<file path="src/verilog/ulml_pkg.sv">
package ulml_pkg;

  // ***************************************************************
  // Register offsets
  // ***************************************************************
  localparam int          ADDR_W        = 8;
  localparam logic [7:0]  OFS_CONTROL   = 8'h00;
  localparam logic [7:0]  OFS_MODE      = 8'h04;
  localparam logic [7:0]  OFS_IRQ_EN    = 8'h08;
  localparam logic [7:0]  OFS_IRQ_DIS   = 8'h0C;
  localparam logic [7:0]  OFS_IRQ_MASK  = 8'h10;
  localparam logic [7:0]  OFS_STATUS    = 8'h14;
  localparam logic [7:0]  OFS_RX_HOLD   = 8'h18;
  localparam logic [7:0]  OFS_TX_HOLD   = 8'h1C;
  localparam logic [7:0]  OFS_BAUD      = 8'h20;
  localparam logic [7:0]  OFS_RX_TMO    = 8'h24;
  localparam logic [7:0]  OFS_TIMEGUARD = 8'h28;
  localparam logic [7:0]  OFS_CLK_RATIO = 8'h40;
  localparam logic [7:0]  OFS_ERR_CNT   = 8'h44;
  localparam logic [7:0]  OFS_IR_FILTER = 8'h4C;

  // ***************************************************************
  // Reset values
  // ***************************************************************
  localparam logic [31:0] RST_ZERO      = 32'h0000_0000;
  localparam logic [31:0] RST_CLK_RATIO = 32'h0000_0174;

  // ***************************************************************
  // Field positions and widths
  // ***************************************************************
  localparam int          CR_DTR_ASSERT  = 16;
  localparam int          CR_DTR_RELEASE = 17;
  localparam int          CR_RTS_ASSERT  = 18;
  localparam int          CR_RTS_RELEASE = 19;
  localparam int          MR_LINE_LSB    = 0;
  localparam int          MR_CHANNEL_MODE_FIELD_LSB  = 14;
  localparam int          SR_TX_DONE     = 9;
  localparam int          SR_CHANGE_LSB  = 16;
  localparam int          SR_LEVEL_LSB   = 20;
  localparam int          BAUD_CD_W      = 16;
  localparam int          FILT_W         = 8;
  localparam int          TG_W           = 8;
  localparam int          RATIO_W        = 11;

  // ***************************************************************
  // Mode encodings
  // ***************************************************************
  localparam logic [3:0]  LINE_BUS      = 4'h1;
  localparam logic [3:0]  LINE_MODEM    = 4'h3;
  localparam logic [3:0]  LINE_IR       = 4'h8;
  localparam logic [1:0]  CH_NORMAL     = 2'h0;
  localparam logic [1:0]  CH_ECHO       = 2'h1;
  localparam logic [1:0]  CH_LOCAL      = 2'h2;
  localparam logic [1:0]  CH_REMOTE     = 2'h3;

  // ***************************************************************
  // Timing, bus response code and filter states
  // ***************************************************************
  localparam int          OVERSAMPLE    = 16;
  localparam int          PULSE_SIXTEENTHS = 3;
  localparam logic [1:0]  RESP_OKAY     = 2'h0;

  typedef enum logic [1:0] {
    ULML_FILT_IDLE,
    ULML_FILT_COUNT,
    ULML_FILT_FORCE
  } ulml_filt_t;

endpackage : ulml_pkg

</file>
<file path="src/verilog/ulml_line_mode.sv">
`timescale 1ns/10ps
module ulml_line_mode
  import ulml_pkg::*;
(
  input  wire logic              aclk,
  input  wire logic              aresetn,
  input  wire logic [ADDR_W-1:0] s_axi_awaddr,
  input  wire logic              s_axi_awvalid,
  output logic                   s_axi_awready,
  input  wire logic [31:0]       s_axi_wdata,
  input  wire logic [3:0]        s_axi_wstrb,
  input  wire logic              s_axi_wvalid,
  output logic                   s_axi_wready,
  output logic [1:0]             s_axi_bresp,
  output logic                   s_axi_bvalid,
  input  wire logic              s_axi_bready,
  input  wire logic [ADDR_W-1:0] s_axi_araddr,
  input  wire logic              s_axi_arvalid,
  output logic                   s_axi_arready,
  output logic [31:0]            s_axi_rdata,
  output logic [1:0]             s_axi_rresp,
  output logic                   s_axi_rvalid,
  input  wire logic              s_axi_rready,
  input  wire logic              rxd_pin,
  output logic                   txd_pin,
  output logic                   rts_pin,
  output logic                   dtr_pin,
  input  wire logic              ri_pin,
  input  wire logic              dsr_pin,
  input  wire logic              dcd_pin,
  input  wire logic              cts_pin,
  input  wire logic              core_txd,
  input  wire logic              core_tx_empty,
  output logic                   core_rxd,
  output logic                   core_tx_allow,
  output logic                   core_rx_allow
);

  // ***************************************************************
  // Registers and wires
  // ***************************************************************
  logic [31:0]         mode_reg;
  logic [31:0]         imr_reg;
  logic [BAUD_CD_W-1:0] cd_reg;
  logic [31:0]         rx_tmo_reg;
  logic [TG_W-1:0]     tg_reg;
  logic [RATIO_W-1:0]  ratio_reg;
  logic [FILT_W-1:0]   filt_reg;
  logic [3:0]          chg_reg;
  logic [ADDR_W-1:0]   awaddr_reg;
  logic [31:0]         wdata_reg;
  logic [3:0]          wstrb_reg;
  logic                aw_full_reg;
  logic                w_full_reg;
  logic                wr_en;
  logic                rd_en;
  logic                sr_rd;
  logic [3:0]          line_mode;
  logic [1:0]          ch_mode;
  logic [19:0]         bit_cycles;
  logic [17:0]         pulse_cycles;
  logic                rx_s1_reg;
  logic                rx_s2_reg;
  logic                rx_s3_reg;
  logic [3:0]          mdm_s1_reg;
  logic [3:0]          mdm_s2_reg;
  logic [3:0]          mdm_s3_reg;
  ulml_filt_t          filt_state_reg;
  logic [FILT_W-1:0]   filt_cnt_reg;
  logic [19:0]         force_cnt_reg;
  logic                demod_rx;
  logic                prev_txd_reg;
  logic [19:0]         mod_cnt_reg;
  logic                mod_out;
  logic                tx_empty_d_reg;
  logic [TG_W-1:0]     tg_left_reg;
  logic [19:0]         tg_cnt_reg;
  logic                tx_busy;
  logic                rts_cmd_reg;
  logic                cts_block;

  assign line_mode    = mode_reg[MR_LINE_LSB +: 4];
  assign ch_mode      = mode_reg[MR_CHANNEL_MODE_FIELD_LSB +: 2];
  assign bit_cycles   = {cd_reg, 4'h0};
  assign pulse_cycles = 18'(cd_reg) * 18'(PULSE_SIXTEENTHS);
  assign wr_en        = aw_full_reg && w_full_reg && !s_axi_bvalid;
  assign rd_en        = s_axi_arvalid && s_axi_arready;
  assign sr_rd        = rd_en && (s_axi_araddr == OFS_STATUS);

  function automatic logic [31:0] merge_strb(input logic [31:0] old_val,
                                             input logic [31:0] new_val,
                                             input logic [3:0]  strb);
    logic [31:0] res;
    res = old_val;
    for (int i = 0; i < 4; i++) begin
      if (strb[i]) begin
        res[i*8 +: 8] = new_val[i*8 +: 8];
      end
    end
    return res;
  endfunction : merge_strb

  function automatic logic is_write(input logic [ADDR_W-1:0] a,
                                    input logic [ADDR_W-1:0] ofs,
                                    input logic              en);
    return en && (a == ofs);
  endfunction : is_write

  // ***************************************************************
  // AXI4-Lite write channel
  // ***************************************************************
  always_ff @(posedge aclk) begin
    if (!aresetn) begin
      aw_full_reg <= 1'b0;
      w_full_reg  <= 1'b0;
      awaddr_reg  <= '0;
      wdata_reg   <= RST_ZERO;
      wstrb_reg   <= 4'h0;
      s_axi_bresp  <= RESP_OKAY;
      s_axi_bvalid <= 1'b0;
    end else begin
      if (s_axi_awvalid && s_axi_awready) begin
        aw_full_reg <= 1'b1;
        awaddr_reg  <= {s_axi_awaddr[ADDR_W-1:2], 2'b00};
      end
      if (s_axi_wvalid && s_axi_wready) begin
        w_full_reg <= 1'b1;
        wdata_reg  <= s_axi_wdata;
        wstrb_reg  <= s_axi_wstrb;
      end
      if (wr_en) begin
        aw_full_reg  <= 1'b0;
        w_full_reg   <= 1'b0;
        s_axi_bvalid <= 1'b1;
      end else if (s_axi_bready) begin
        s_axi_bvalid <= 1'b0;
      end
    end
  end

  // Ready is registered; it drops the cycle after a take
  always_ff @(posedge aclk) begin
    if (!aresetn) begin
      s_axi_awready <= 1'b0;
      s_axi_wready  <= 1'b0;
    end else begin
      s_axi_awready <= !aw_full_reg && !(s_axi_awvalid && s_axi_awready) && !wr_en;
      s_axi_wready  <= !w_full_reg && !(s_axi_wvalid && s_axi_wready) && !wr_en;
    end
  end

  // ***************************************************************
  // Configuration registers
  // ***************************************************************
  always_ff @(posedge aclk) begin
    if (!aresetn) begin
      mode_reg   <= RST_ZERO;
      imr_reg    <= RST_ZERO;
      cd_reg     <= '0;
      rx_tmo_reg <= RST_ZERO;
      tg_reg     <= '0;
      ratio_reg  <= RST_CLK_RATIO[RATIO_W-1:0];
      filt_reg   <= '0;
    end else if (wr_en) begin
      // Unlisted offsets fall through with no effect
      case (awaddr_reg)
        OFS_MODE:      mode_reg   <= merge_strb(mode_reg, wdata_reg, wstrb_reg);
        OFS_IRQ_EN:    imr_reg    <= imr_reg | wdata_reg;
        OFS_IRQ_DIS:   imr_reg    <= imr_reg & ~wdata_reg;
        OFS_BAUD:      cd_reg     <= BAUD_CD_W'(merge_strb(32'(cd_reg), wdata_reg,
                                                           wstrb_reg));
        OFS_RX_TMO:    rx_tmo_reg <= merge_strb(rx_tmo_reg, wdata_reg, wstrb_reg);
        OFS_TIMEGUARD: tg_reg     <= TG_W'(merge_strb(32'(tg_reg), wdata_reg,
                                                      wstrb_reg));
        OFS_CLK_RATIO: ratio_reg  <= RATIO_W'(merge_strb(32'(ratio_reg), wdata_reg,
                                                         wstrb_reg));
        OFS_IR_FILTER: filt_reg   <= FILT_W'(merge_strb(32'(filt_reg), wdata_reg,
                                                        wstrb_reg));
        default: ;
      endcase
    end
  end

  // ***************************************************************
  // AXI4-Lite read channel
  // ***************************************************************
  always_ff @(posedge aclk) begin
    if (!aresetn) begin
      s_axi_arready <= 1'b0;
      s_axi_rvalid  <= 1'b0;
      s_axi_rdata   <= RST_ZERO;
      s_axi_rresp   <= RESP_OKAY;
    end else begin
      if (rd_en) begin
        s_axi_arready <= 1'b0;
        s_axi_rvalid  <= 1'b1;
        case (s_axi_araddr)
          OFS_MODE:      s_axi_rdata <= mode_reg;
          OFS_IRQ_MASK:  s_axi_rdata <= imr_reg;
          OFS_STATUS:    s_axi_rdata <= (32'(mdm_s2_reg) << SR_LEVEL_LSB)
                                      | (32'(chg_reg) << SR_CHANGE_LSB)
                                      | (32'(core_tx_empty) << SR_TX_DONE);
          OFS_BAUD:      s_axi_rdata <= 32'(cd_reg);
          OFS_RX_TMO:    s_axi_rdata <= rx_tmo_reg;
          OFS_TIMEGUARD: s_axi_rdata <= 32'(tg_reg);
          OFS_CLK_RATIO: s_axi_rdata <= 32'(ratio_reg);
          OFS_IR_FILTER: s_axi_rdata <= 32'(filt_reg);
          default:       s_axi_rdata <= RST_ZERO;
        endcase
      end else if (s_axi_rvalid && s_axi_rready) begin
        s_axi_rvalid  <= 1'b0;
        s_axi_arready <= 1'b1;
      end else if (!s_axi_rvalid) begin
        s_axi_arready <= 1'b1;
      end
    end
  end

  // ***************************************************************
  // Pin synchronisers
  // ***************************************************************
  always_ff @(posedge aclk) begin
    if (!aresetn) begin
      rx_s1_reg  <= 1'b1;
      rx_s2_reg  <= 1'b1;
      rx_s3_reg  <= 1'b1;
      mdm_s1_reg <= 4'hF;
      mdm_s2_reg <= 4'hF;
      mdm_s3_reg <= 4'hF;
    end else begin
      rx_s1_reg  <= rxd_pin;
      rx_s2_reg  <= rx_s1_reg;
      rx_s3_reg  <= rx_s2_reg;
      mdm_s1_reg <= {cts_pin, dcd_pin, dsr_pin, ri_pin};
      mdm_s2_reg <= mdm_s1_reg;
      mdm_s3_reg <= mdm_s2_reg;
    end
  end

  // ***************************************************************
  // Modem change flags
  // ***************************************************************
  // A change landing on the clearing read is kept
  always_ff @(posedge aclk) begin
    if (!aresetn) begin
      chg_reg <= 4'h0;
    end else begin
      chg_reg <= (chg_reg & {4{!sr_rd}}) | (mdm_s2_reg ^ mdm_s3_reg);
    end
  end

  // ***************************************************************
  // Infrared receive filter
  // ***************************************************************
  always_ff @(posedge aclk) begin
    if (!aresetn) begin
      filt_state_reg <= ULML_FILT_IDLE;
      filt_cnt_reg   <= '0;
      force_cnt_reg  <= '0;
    end else begin
      case (filt_state_reg)
        ULML_FILT_IDLE: begin
          filt_cnt_reg <= filt_reg;
          if (line_mode == LINE_IR && rx_s3_reg && !rx_s2_reg) begin
            filt_state_reg <= ULML_FILT_COUNT;
          end
        end
        ULML_FILT_COUNT: begin
          if (rx_s2_reg && !rx_s3_reg) begin
            filt_cnt_reg   <= filt_reg;
            filt_state_reg <= ULML_FILT_IDLE;
          end else if (filt_cnt_reg == '0) begin
            force_cnt_reg  <= bit_cycles;
            filt_state_reg <= ULML_FILT_FORCE;
          end else begin
            filt_cnt_reg <= filt_cnt_reg - 1'b1;
          end
        end
        ULML_FILT_FORCE: begin
          if (force_cnt_reg <= 20'h00001) begin
            filt_cnt_reg   <= filt_reg;
            filt_state_reg <= ULML_FILT_IDLE;
          end else begin
            force_cnt_reg <= force_cnt_reg - 1'b1;
          end
        end
        default: filt_state_reg <= ULML_FILT_IDLE;
      endcase
    end
  end

  assign demod_rx = (filt_state_reg != ULML_FILT_FORCE);

  // ***************************************************************
  // Infrared modulator
  // ***************************************************************
  // Bit timer restarts on each transmitter edge so pulses stay aligned
  always_ff @(posedge aclk) begin
    if (!aresetn) begin
      prev_txd_reg <= 1'b1;
      mod_cnt_reg  <= '0;
    end else begin
      prev_txd_reg <= core_txd;
      if (core_txd != prev_txd_reg || mod_cnt_reg + 20'h00001 >= bit_cycles) begin
        mod_cnt_reg <= '0;
      end else begin
        mod_cnt_reg <= mod_cnt_reg + 1'b1;
      end
    end
  end

  // LED on is high; ones and idle keep it dark
  assign mod_out = !core_txd && (core_txd == prev_txd_reg) &&
                   (mod_cnt_reg < 20'(pulse_cycles));

  // ***************************************************************
  // Timeguard hold for line driver
  // ***************************************************************
  always_ff @(posedge aclk) begin
    if (!aresetn) begin
      tx_empty_d_reg <= 1'b1;
      tg_left_reg    <= '0;
      tg_cnt_reg     <= '0;
    end else begin
      tx_empty_d_reg <= core_tx_empty;
      if (!core_tx_empty) begin
        tg_left_reg <= '0;
        tg_cnt_reg  <= '0;
      end else if (!tx_empty_d_reg) begin
        tg_left_reg <= tg_reg;
        tg_cnt_reg  <= '0;
      end else if (tg_left_reg != '0) begin
        if (tg_cnt_reg + 20'h00001 >= bit_cycles) begin
          tg_cnt_reg  <= '0;
          tg_left_reg <= tg_left_reg - 1'b1;
        end else begin
          tg_cnt_reg <= tg_cnt_reg + 1'b1;
        end
      end
    end
  end

  // Covers the edge where the hold is loaded, so no gap opens before it
  assign tx_busy   = !core_tx_empty || (tg_left_reg != '0) ||
                     (!tx_empty_d_reg && tg_reg != '0);
  assign cts_block = (line_mode == LINE_MODEM) && mdm_s2_reg[3];

  // ***************************************************************
  // Modem command latches
  // ***************************************************************
  always_ff @(posedge aclk) begin
    if (!aresetn) begin
      dtr_pin     <= 1'b1;
      rts_cmd_reg <= 1'b1;
    end else if (is_write(awaddr_reg, OFS_CONTROL, wr_en)) begin
      if (wdata_reg[CR_DTR_RELEASE]) begin
        dtr_pin <= 1'b1;
      end else if (wdata_reg[CR_DTR_ASSERT]) begin
        dtr_pin <= 1'b0;
      end
      if (wdata_reg[CR_RTS_RELEASE]) begin
        rts_cmd_reg <= 1'b1;
      end else if (wdata_reg[CR_RTS_ASSERT]) begin
        rts_cmd_reg <= 1'b0;
      end
    end
  end

  // ***************************************************************
  // Line and channel routing
  // ***************************************************************
  always_ff @(posedge aclk) begin
    if (!aresetn) begin
      txd_pin       <= 1'b1;
      rts_pin       <= 1'b1;
      core_rxd      <= 1'b1;
      core_tx_allow <= 1'b0;
      core_rx_allow <= 1'b0;
    end else begin
      case (line_mode)
        LINE_BUS:   rts_pin <= tx_busy;
        LINE_MODEM: rts_pin <= !tx_busy;
        default:    rts_pin <= rts_cmd_reg;
      endcase
      // Core finishes a running character; only new starts wait
      core_tx_allow <= (ch_mode != CH_REMOTE) && !cts_block;
      core_rx_allow <= (ch_mode != CH_REMOTE);
      case (ch_mode)
        CH_NORMAL: begin
          txd_pin  <= (line_mode == LINE_IR) ? mod_out : core_txd;
          core_rxd <= (line_mode == LINE_IR) ? demod_rx : rx_s2_reg;
        end
        CH_ECHO: begin
          txd_pin  <= rx_s2_reg;
          core_rxd <= (line_mode == LINE_IR) ? demod_rx : rx_s2_reg;
        end
        CH_LOCAL: begin
          txd_pin  <= 1'b1;
          core_rxd <= core_txd;
        end
        CH_REMOTE: begin
          txd_pin  <= rx_s2_reg;
          core_rxd <= 1'b1;
        end
        default: begin
          txd_pin  <= 1'b1;
          core_rxd <= 1'b1;
        end
      endcase
    end
  end

  // ***************************************************************
  // Checks
  // ***************************************************************
  chk_filter_reload: assert property (
    @(posedge aclk) disable iff (!aresetn)
    (filt_state_reg == ULML_FILT_COUNT && rx_s2_reg && !rx_s3_reg)
      |=> (filt_state_reg == ULML_FILT_IDLE && filt_cnt_reg == $past(filt_reg)))
    else $error("filter did not reload on rising edge");

  chk_filter_step: assert property (
    @(posedge aclk) disable iff (!aresetn)
    (filt_state_reg == ULML_FILT_COUNT && !(rx_s2_reg && !rx_s3_reg)
      && filt_cnt_reg != '0) |=> (filt_cnt_reg == $past(filt_cnt_reg) - 8'h01))
    else $error("filter counter did not step down by one");

  chk_force_low: assert property (
    @(posedge aclk) disable iff (!aresetn)
    (filt_state_reg == ULML_FILT_COUNT && filt_cnt_reg == '0 && !(rx_s2_reg && !rx_s3_reg)
      && line_mode == LINE_IR && ch_mode == CH_NORMAL && cd_reg != '0)
      |=> ##1 !core_rxd)
    else $error("receiver input not forced low after filter expiry");

  chk_bus_rts: assert property (
    @(posedge aclk) disable iff (!aresetn)
    (line_mode == LINE_BUS && !core_tx_empty) |=> rts_pin)
    else $error("bus mode request-to-send low while transmitting");

  chk_tg_hold: assert property (
    @(posedge aclk) disable iff (!aresetn)
    (line_mode == LINE_BUS && $rose(core_tx_empty) && tg_reg != '0) |=> rts_pin)
    else $error("request-to-send dropped at start of timeguard");

  chk_dtr_cmd: assert property (
    @(posedge aclk) disable iff (!aresetn)
    (wr_en && awaddr_reg == OFS_CONTROL && wdata_reg[CR_DTR_ASSERT]
      && !wdata_reg[CR_DTR_RELEASE]) |=> !dtr_pin)
    else $error("terminal-ready not driven low by assert command");

  chk_flag_set: assert property (
    @(posedge aclk) disable iff (!aresetn)
    (mdm_s2_reg[0] != mdm_s3_reg[0]) |=> chg_reg[0])
    else $error("ring change flag not set");

  chk_flag_clear: assert property (
    @(posedge aclk) disable iff (!aresetn)
    (sr_rd && mdm_s2_reg == mdm_s3_reg) |=> (chg_reg == 4'h0))
    else $error("status read did not clear change flags");

  chk_cts_block: assert property (
    @(posedge aclk) disable iff (!aresetn)
    (line_mode == LINE_MODEM && mdm_s2_reg[3]) |=> !core_tx_allow)
    else $error("transmitter allowed while clear-to-send inactive");

  chk_local_idle: assert property (
    @(posedge aclk) disable iff (!aresetn)
    (ch_mode == CH_LOCAL) |=> (txd_pin && core_rxd == $past(core_txd)))
    else $error("local loopback routing wrong");

  chk_remote_route: assert property (
    @(posedge aclk) disable iff (!aresetn)
    (ch_mode == CH_REMOTE) |=> (txd_pin == $past(rx_s2_reg) && !core_rx_allow))
    else $error("remote loopback routing wrong");

endmodule : ulml_line_mode

</file>
<file path="config.mk">
export PLATFORM = sky130hd
export DESIGN_NAME = ulml_line_mode
export DESIGN_NICKNAME = d
export VERILOG_FILES = /design/src/verilog/ulml_pkg.sv /design/src/verilog/ulml_line_mode.sv
export SDC_FILE = /design/constraint.sdc
export NUM_CORES = 1
export LEC_CHECK = 0
export BUFFER_PORTS_ARGS = -buffer_cell sky130_fd_sc_hd__buf_2
export CAP_MARGIN = 20
export CELL_PAD_IN_SITES_DETAIL_PLACEMENT = 1
export CELL_PAD_IN_SITES_GLOBAL_PLACEMENT = 1
export CORE_MARGIN = 2
export CORE_UTILIZATION = 50
export CTS_CLUSTER_SIZE = 30
export DETAILED_ROUTE_END_ITERATION = 8
export GPL_ROUTABILITY_DRIVEN = 0
export GPL_TIMING_DRIVEN = 0
export PLACE_DENSITY = 0.95
export SLEW_MARGIN = 25
export SYNTH_ARGS = -nofsm -noshare
export SYNTH_HDL_FRONTEND = slang
export SYNTH_SLANG_ARGS = --single-unit
</file>
<file path="constraint.sdc">
create_clock -name aclk -period 11.1 [get_ports aclk]
set_clock_uncertainty 0.05 [all_clocks]
set_input_delay 2.22 -clock aclk [delete_from_list [all_inputs] [get_ports aclk]]
set_output_delay 2.22 -clock aclk [all_outputs]
set_load 0.05 [all_outputs]
</file>
==> flow_summary_export.csv <==
group,metric,value,unit
drt,dr.pass1.iters,7,
power,ir_worst_vdd,0.0000923,V
synth,synth.ff_latch_count,326,
synth,synth.top_cells.by_area,"dfxtp_1 (41%), mux2i_1 (5.9%), ha_1 (5.9%)",
run_status,status,"complete, no violations",
die,io_pins,113,
cells_and_area,area_delta_synth_final,13.8,%
cts,path_clk_slew,0.07,ns
timing,setup_viol,0,
drt,via_count,17100,
worst_setup_path,max_stage_delay,0.74,ns
worst_hold_path,hp-start,"mdm_s1_reg[1]",
worst_hold_path,hold_end,"mdm_s2_reg[1]",
grt,grt_max_degree,14,
die,core_area,31600,um^2
worst_setup_path,reg2reg_slack,6.50,ns
timing,slew_violations,0,
drt,ant_nets,0,
grt,grt_pass1_vias,18100,
cts,cts_hold_repair.buffers,0,
cells_and_area,ff_latch_area,6530,um^2
cells_and_area,layout.cells.non_filler,2479,
die,die_height,183,um
timing,finalCriticalPeriod,4.86,ns
worst_setup_path,endpoint_kind,"register",
drt,postRouteWirelength,67300,um
worst_setup_path,worstPathMaxFanout,10,
cts,cts_made_buffers,36,
die,dieArea,33500,um^2
drt,vias_per_cell,6.90,
grt,track_usage,0.393,
worst_setup_path,crit_path_cell_trace,"clkbuf_1 -> nor2b_1 -> a2bb2oi_1 -> or4_1 -> clkbuf_1 -> o21ai_0",
cells_and_area,fillerInstances,3773,
placement,placed_cells,2413,
synth,syn_area,16000,um^2
worst_setup_path,start_kind,"input port",
cts,clock_sink_count,326,
cells_and_area,layout.nets,2191,
synth,synth_area_leader_cell,"dfxtp_1",
die,row_count,65,
worst_setup_path,r2r_end,"txd_pin",
synth,synth_warnings,0,
timing,final.period_utilization,0.437,
worst_setup_path,crit_family,"simple AND/OR/NAND/NOR gates",
worst_setup_path,required,11.49,ns
worst_hold_path,hp-class,"reg2reg",
worst_hold_path,hold-path-cell-count,1,
timing,slew_headroom,0.308,
synth,synthCells,1904,
grt,globalRouteOverflowTotal,0,
cells_and_area,drive_gt1_frac,0.0998,
synth,synth_edf_count,0,
placement,dp_hpwl,42300,um
die,start_util,0.507,
drt,route.detailed.drc,0,
synth,ys_seq_area_frac,0.408,
die,die_w,183,um
grt,grt_pass1_wl,103000,um
timing,hold_violations,0,
worst_setup_path,reg2regPathDepth,13,
placement,port-buffer-count,104,
timing,rsz0062_at_grt,"false",
grt,antenna_found_initial,2,
synth,syn_area_per_cell,8.41,um^2
synth,synth.most_common_cell,"dfxtp_1",
cts,insertion_delay,0.54,ns
synth,yosys.area.top_type_share,0.408,
worst_setup_path,path_common_cell,"clkbuf_1",
worst_setup_path,worst-setup-path-type,"in2reg",
cts,post_cts_buffers,0,
power,power_leakage,7.31,nW
worst_setup_path,path_buf_inv,2,
synth,synthFlopType,"dfxtp_1",
timing,final.setup.tns,0,ns
timing,fmax,0.206,GHz
drt,drt_iter0_drc,2226,
drt,post_drt_wl_per_cell,27.2,um
worst_setup_path,crit_slowest_cell,"nor2b_1",
cts,cts_tree,"done",
cts,ctsRootBufferMaster,"clkbuf_16",
flow_run,maxCapViolCount,0,
synth,yosysUniqueCellTypes,76,
synth,synth-async-reset-ratio,0,
timing,worst_pin_slew,1.03,ns
power,powerDensity,144,nW/um^2
cts,cts.repair.resized,0,
cts,cts_htree_levels,2,
worst_setup_path,r2r_start,"cd_reg[7]",
worst_setup_path,cp.arrival,5.24,ns
synth,synthTopCellsByCount,"dfxtp_1 (326), nand2_1 (243), a21oi_1 (170), nor2_1 (161), o21ai_0 (99)",
cts,cts_max_path_buffers,3,
cells_and_area,multi_input_area,8880,um^2
[final cells by class]
class | instances | share of cell area
flip-flops and latches | 326 | 0.358
well taps | 402 | 0.0276
repair buffers | 104 | 0.0286
clock buffers | 50 | 0.0562
clock inverters | 13 | 0.00721
inverters | 41 | 0.00844
multi-input cells | 1426 | 0.487
diodes | 3 | 0.000412
plain buffers | 114 | 0.0264
[logic make-up after synthesis]
logic type	Yosys count	share of synthesized area
AND/OR/NAND/NOR	728	0.220
AO/OA/AOI/OAI	466	0.182
flip-flops	326	0.408
buffers and inverters	155	0.0396
multiplexers	95	0.0594
adder cells (fa/ha/maj)	76	0.0599
XOR/XNOR	57	0.0312
other	1	0.000234
[power by group]
part	switching, mW	internal, mW	total (mW)
clock	0.534	0.696	1.23
combinational	0.143	0.0521	0.195
sequential	0.0206	1.19	1.21
[per-layer routing]
metal / track usage / wire length, um / part of all wire
met1: 0.464 / 24400 / 0.36
met2: 0.639 / 30700 / 0.46
met3: 0.0965 / 7210 / 0.11
met4: 0.256 / 5010 / 0.074
met5: 0 / 0 / 0
[worst max-delay path by stage]
stage	from	to	slack, ns	cells after the start
2_1_floorplan	s_axi_araddr[1]	s_axi_rdata[8]	7.28	7
3_3_place_gp	s_axi_araddr[1]	s_axi_rdata[14]	6.25	7
3_5_place_dp	s_axi_araddr[1]	s_axi_rdata[8]	6.18	8
4_1_cts	s_axi_araddr[1]	s_axi_rdata[11]	6.54	8
5_1_grt	tg_cnt_reg[2]	tg_cnt_reg[1]	6.37	14
6_report	s_axi_araddr[4]	s_axi_rdata[1]	6.24	6
[cell usage in the layout, fill, tap and decap left out, drive strengths merged, types with 5 or more instances in the layout]
| master | instances |
|---|---|
| dfxtp | 326 |
| nand2 | 244 |
| a21oi | 171 |
| nor2 | 161 |
| clkbuf | 139 |
| buf | 129 |
| o21ai | 109 |
| mux2i | 95 |
| nand3 | 87 |
| ha | 75 |
| nor3 | 58 |
| inv | 44 |
| a211oi | 38 |
| nand2b | 34 |
| xnor2 | 29 |
| xor2 | 28 |
| and3 | 24 |
| nor2b | 24 |
| a22oi | 19 |
| nand4 | 18 |
| nor4 | 17 |
| a222oi | 15 |
| o211ai | 14 |
| a21o | 13 |
| and4 | 12 |
| a31oi | 12 |
| nand3b | 12 |
| and2 | 10 |
| a2111oi | 7 |
| a21boi | 7 |
| nor3b | 7 |
| clkinv | 7 |
| o21a | 6 |
| a221oi | 6 |
| o31ai | 6 |
| a311oi | 5 |
| or2 | 5 |
| or4 | 5 |
| a22o | 5 |
[per-stage QoR]
stage          setup slack (ns)  hold slack [ns]  area (um^2)   util  power (mW)
6_report                   6.24            0.363        18200  0.578        2.63
5_1_grt                    6.37            0.388        18200  0.577        2.68
4_1_cts                    6.54            0.372        18200  0.577        2.62
3_5_place_dp               6.18            0.352        17100  0.540        1.41
3_3_place_gp               6.25            0.348        17000  0.540        1.40
2_1_floorplan              7.28            0.336        16000      -        1.34
Power figures use the tool's default switching activity.
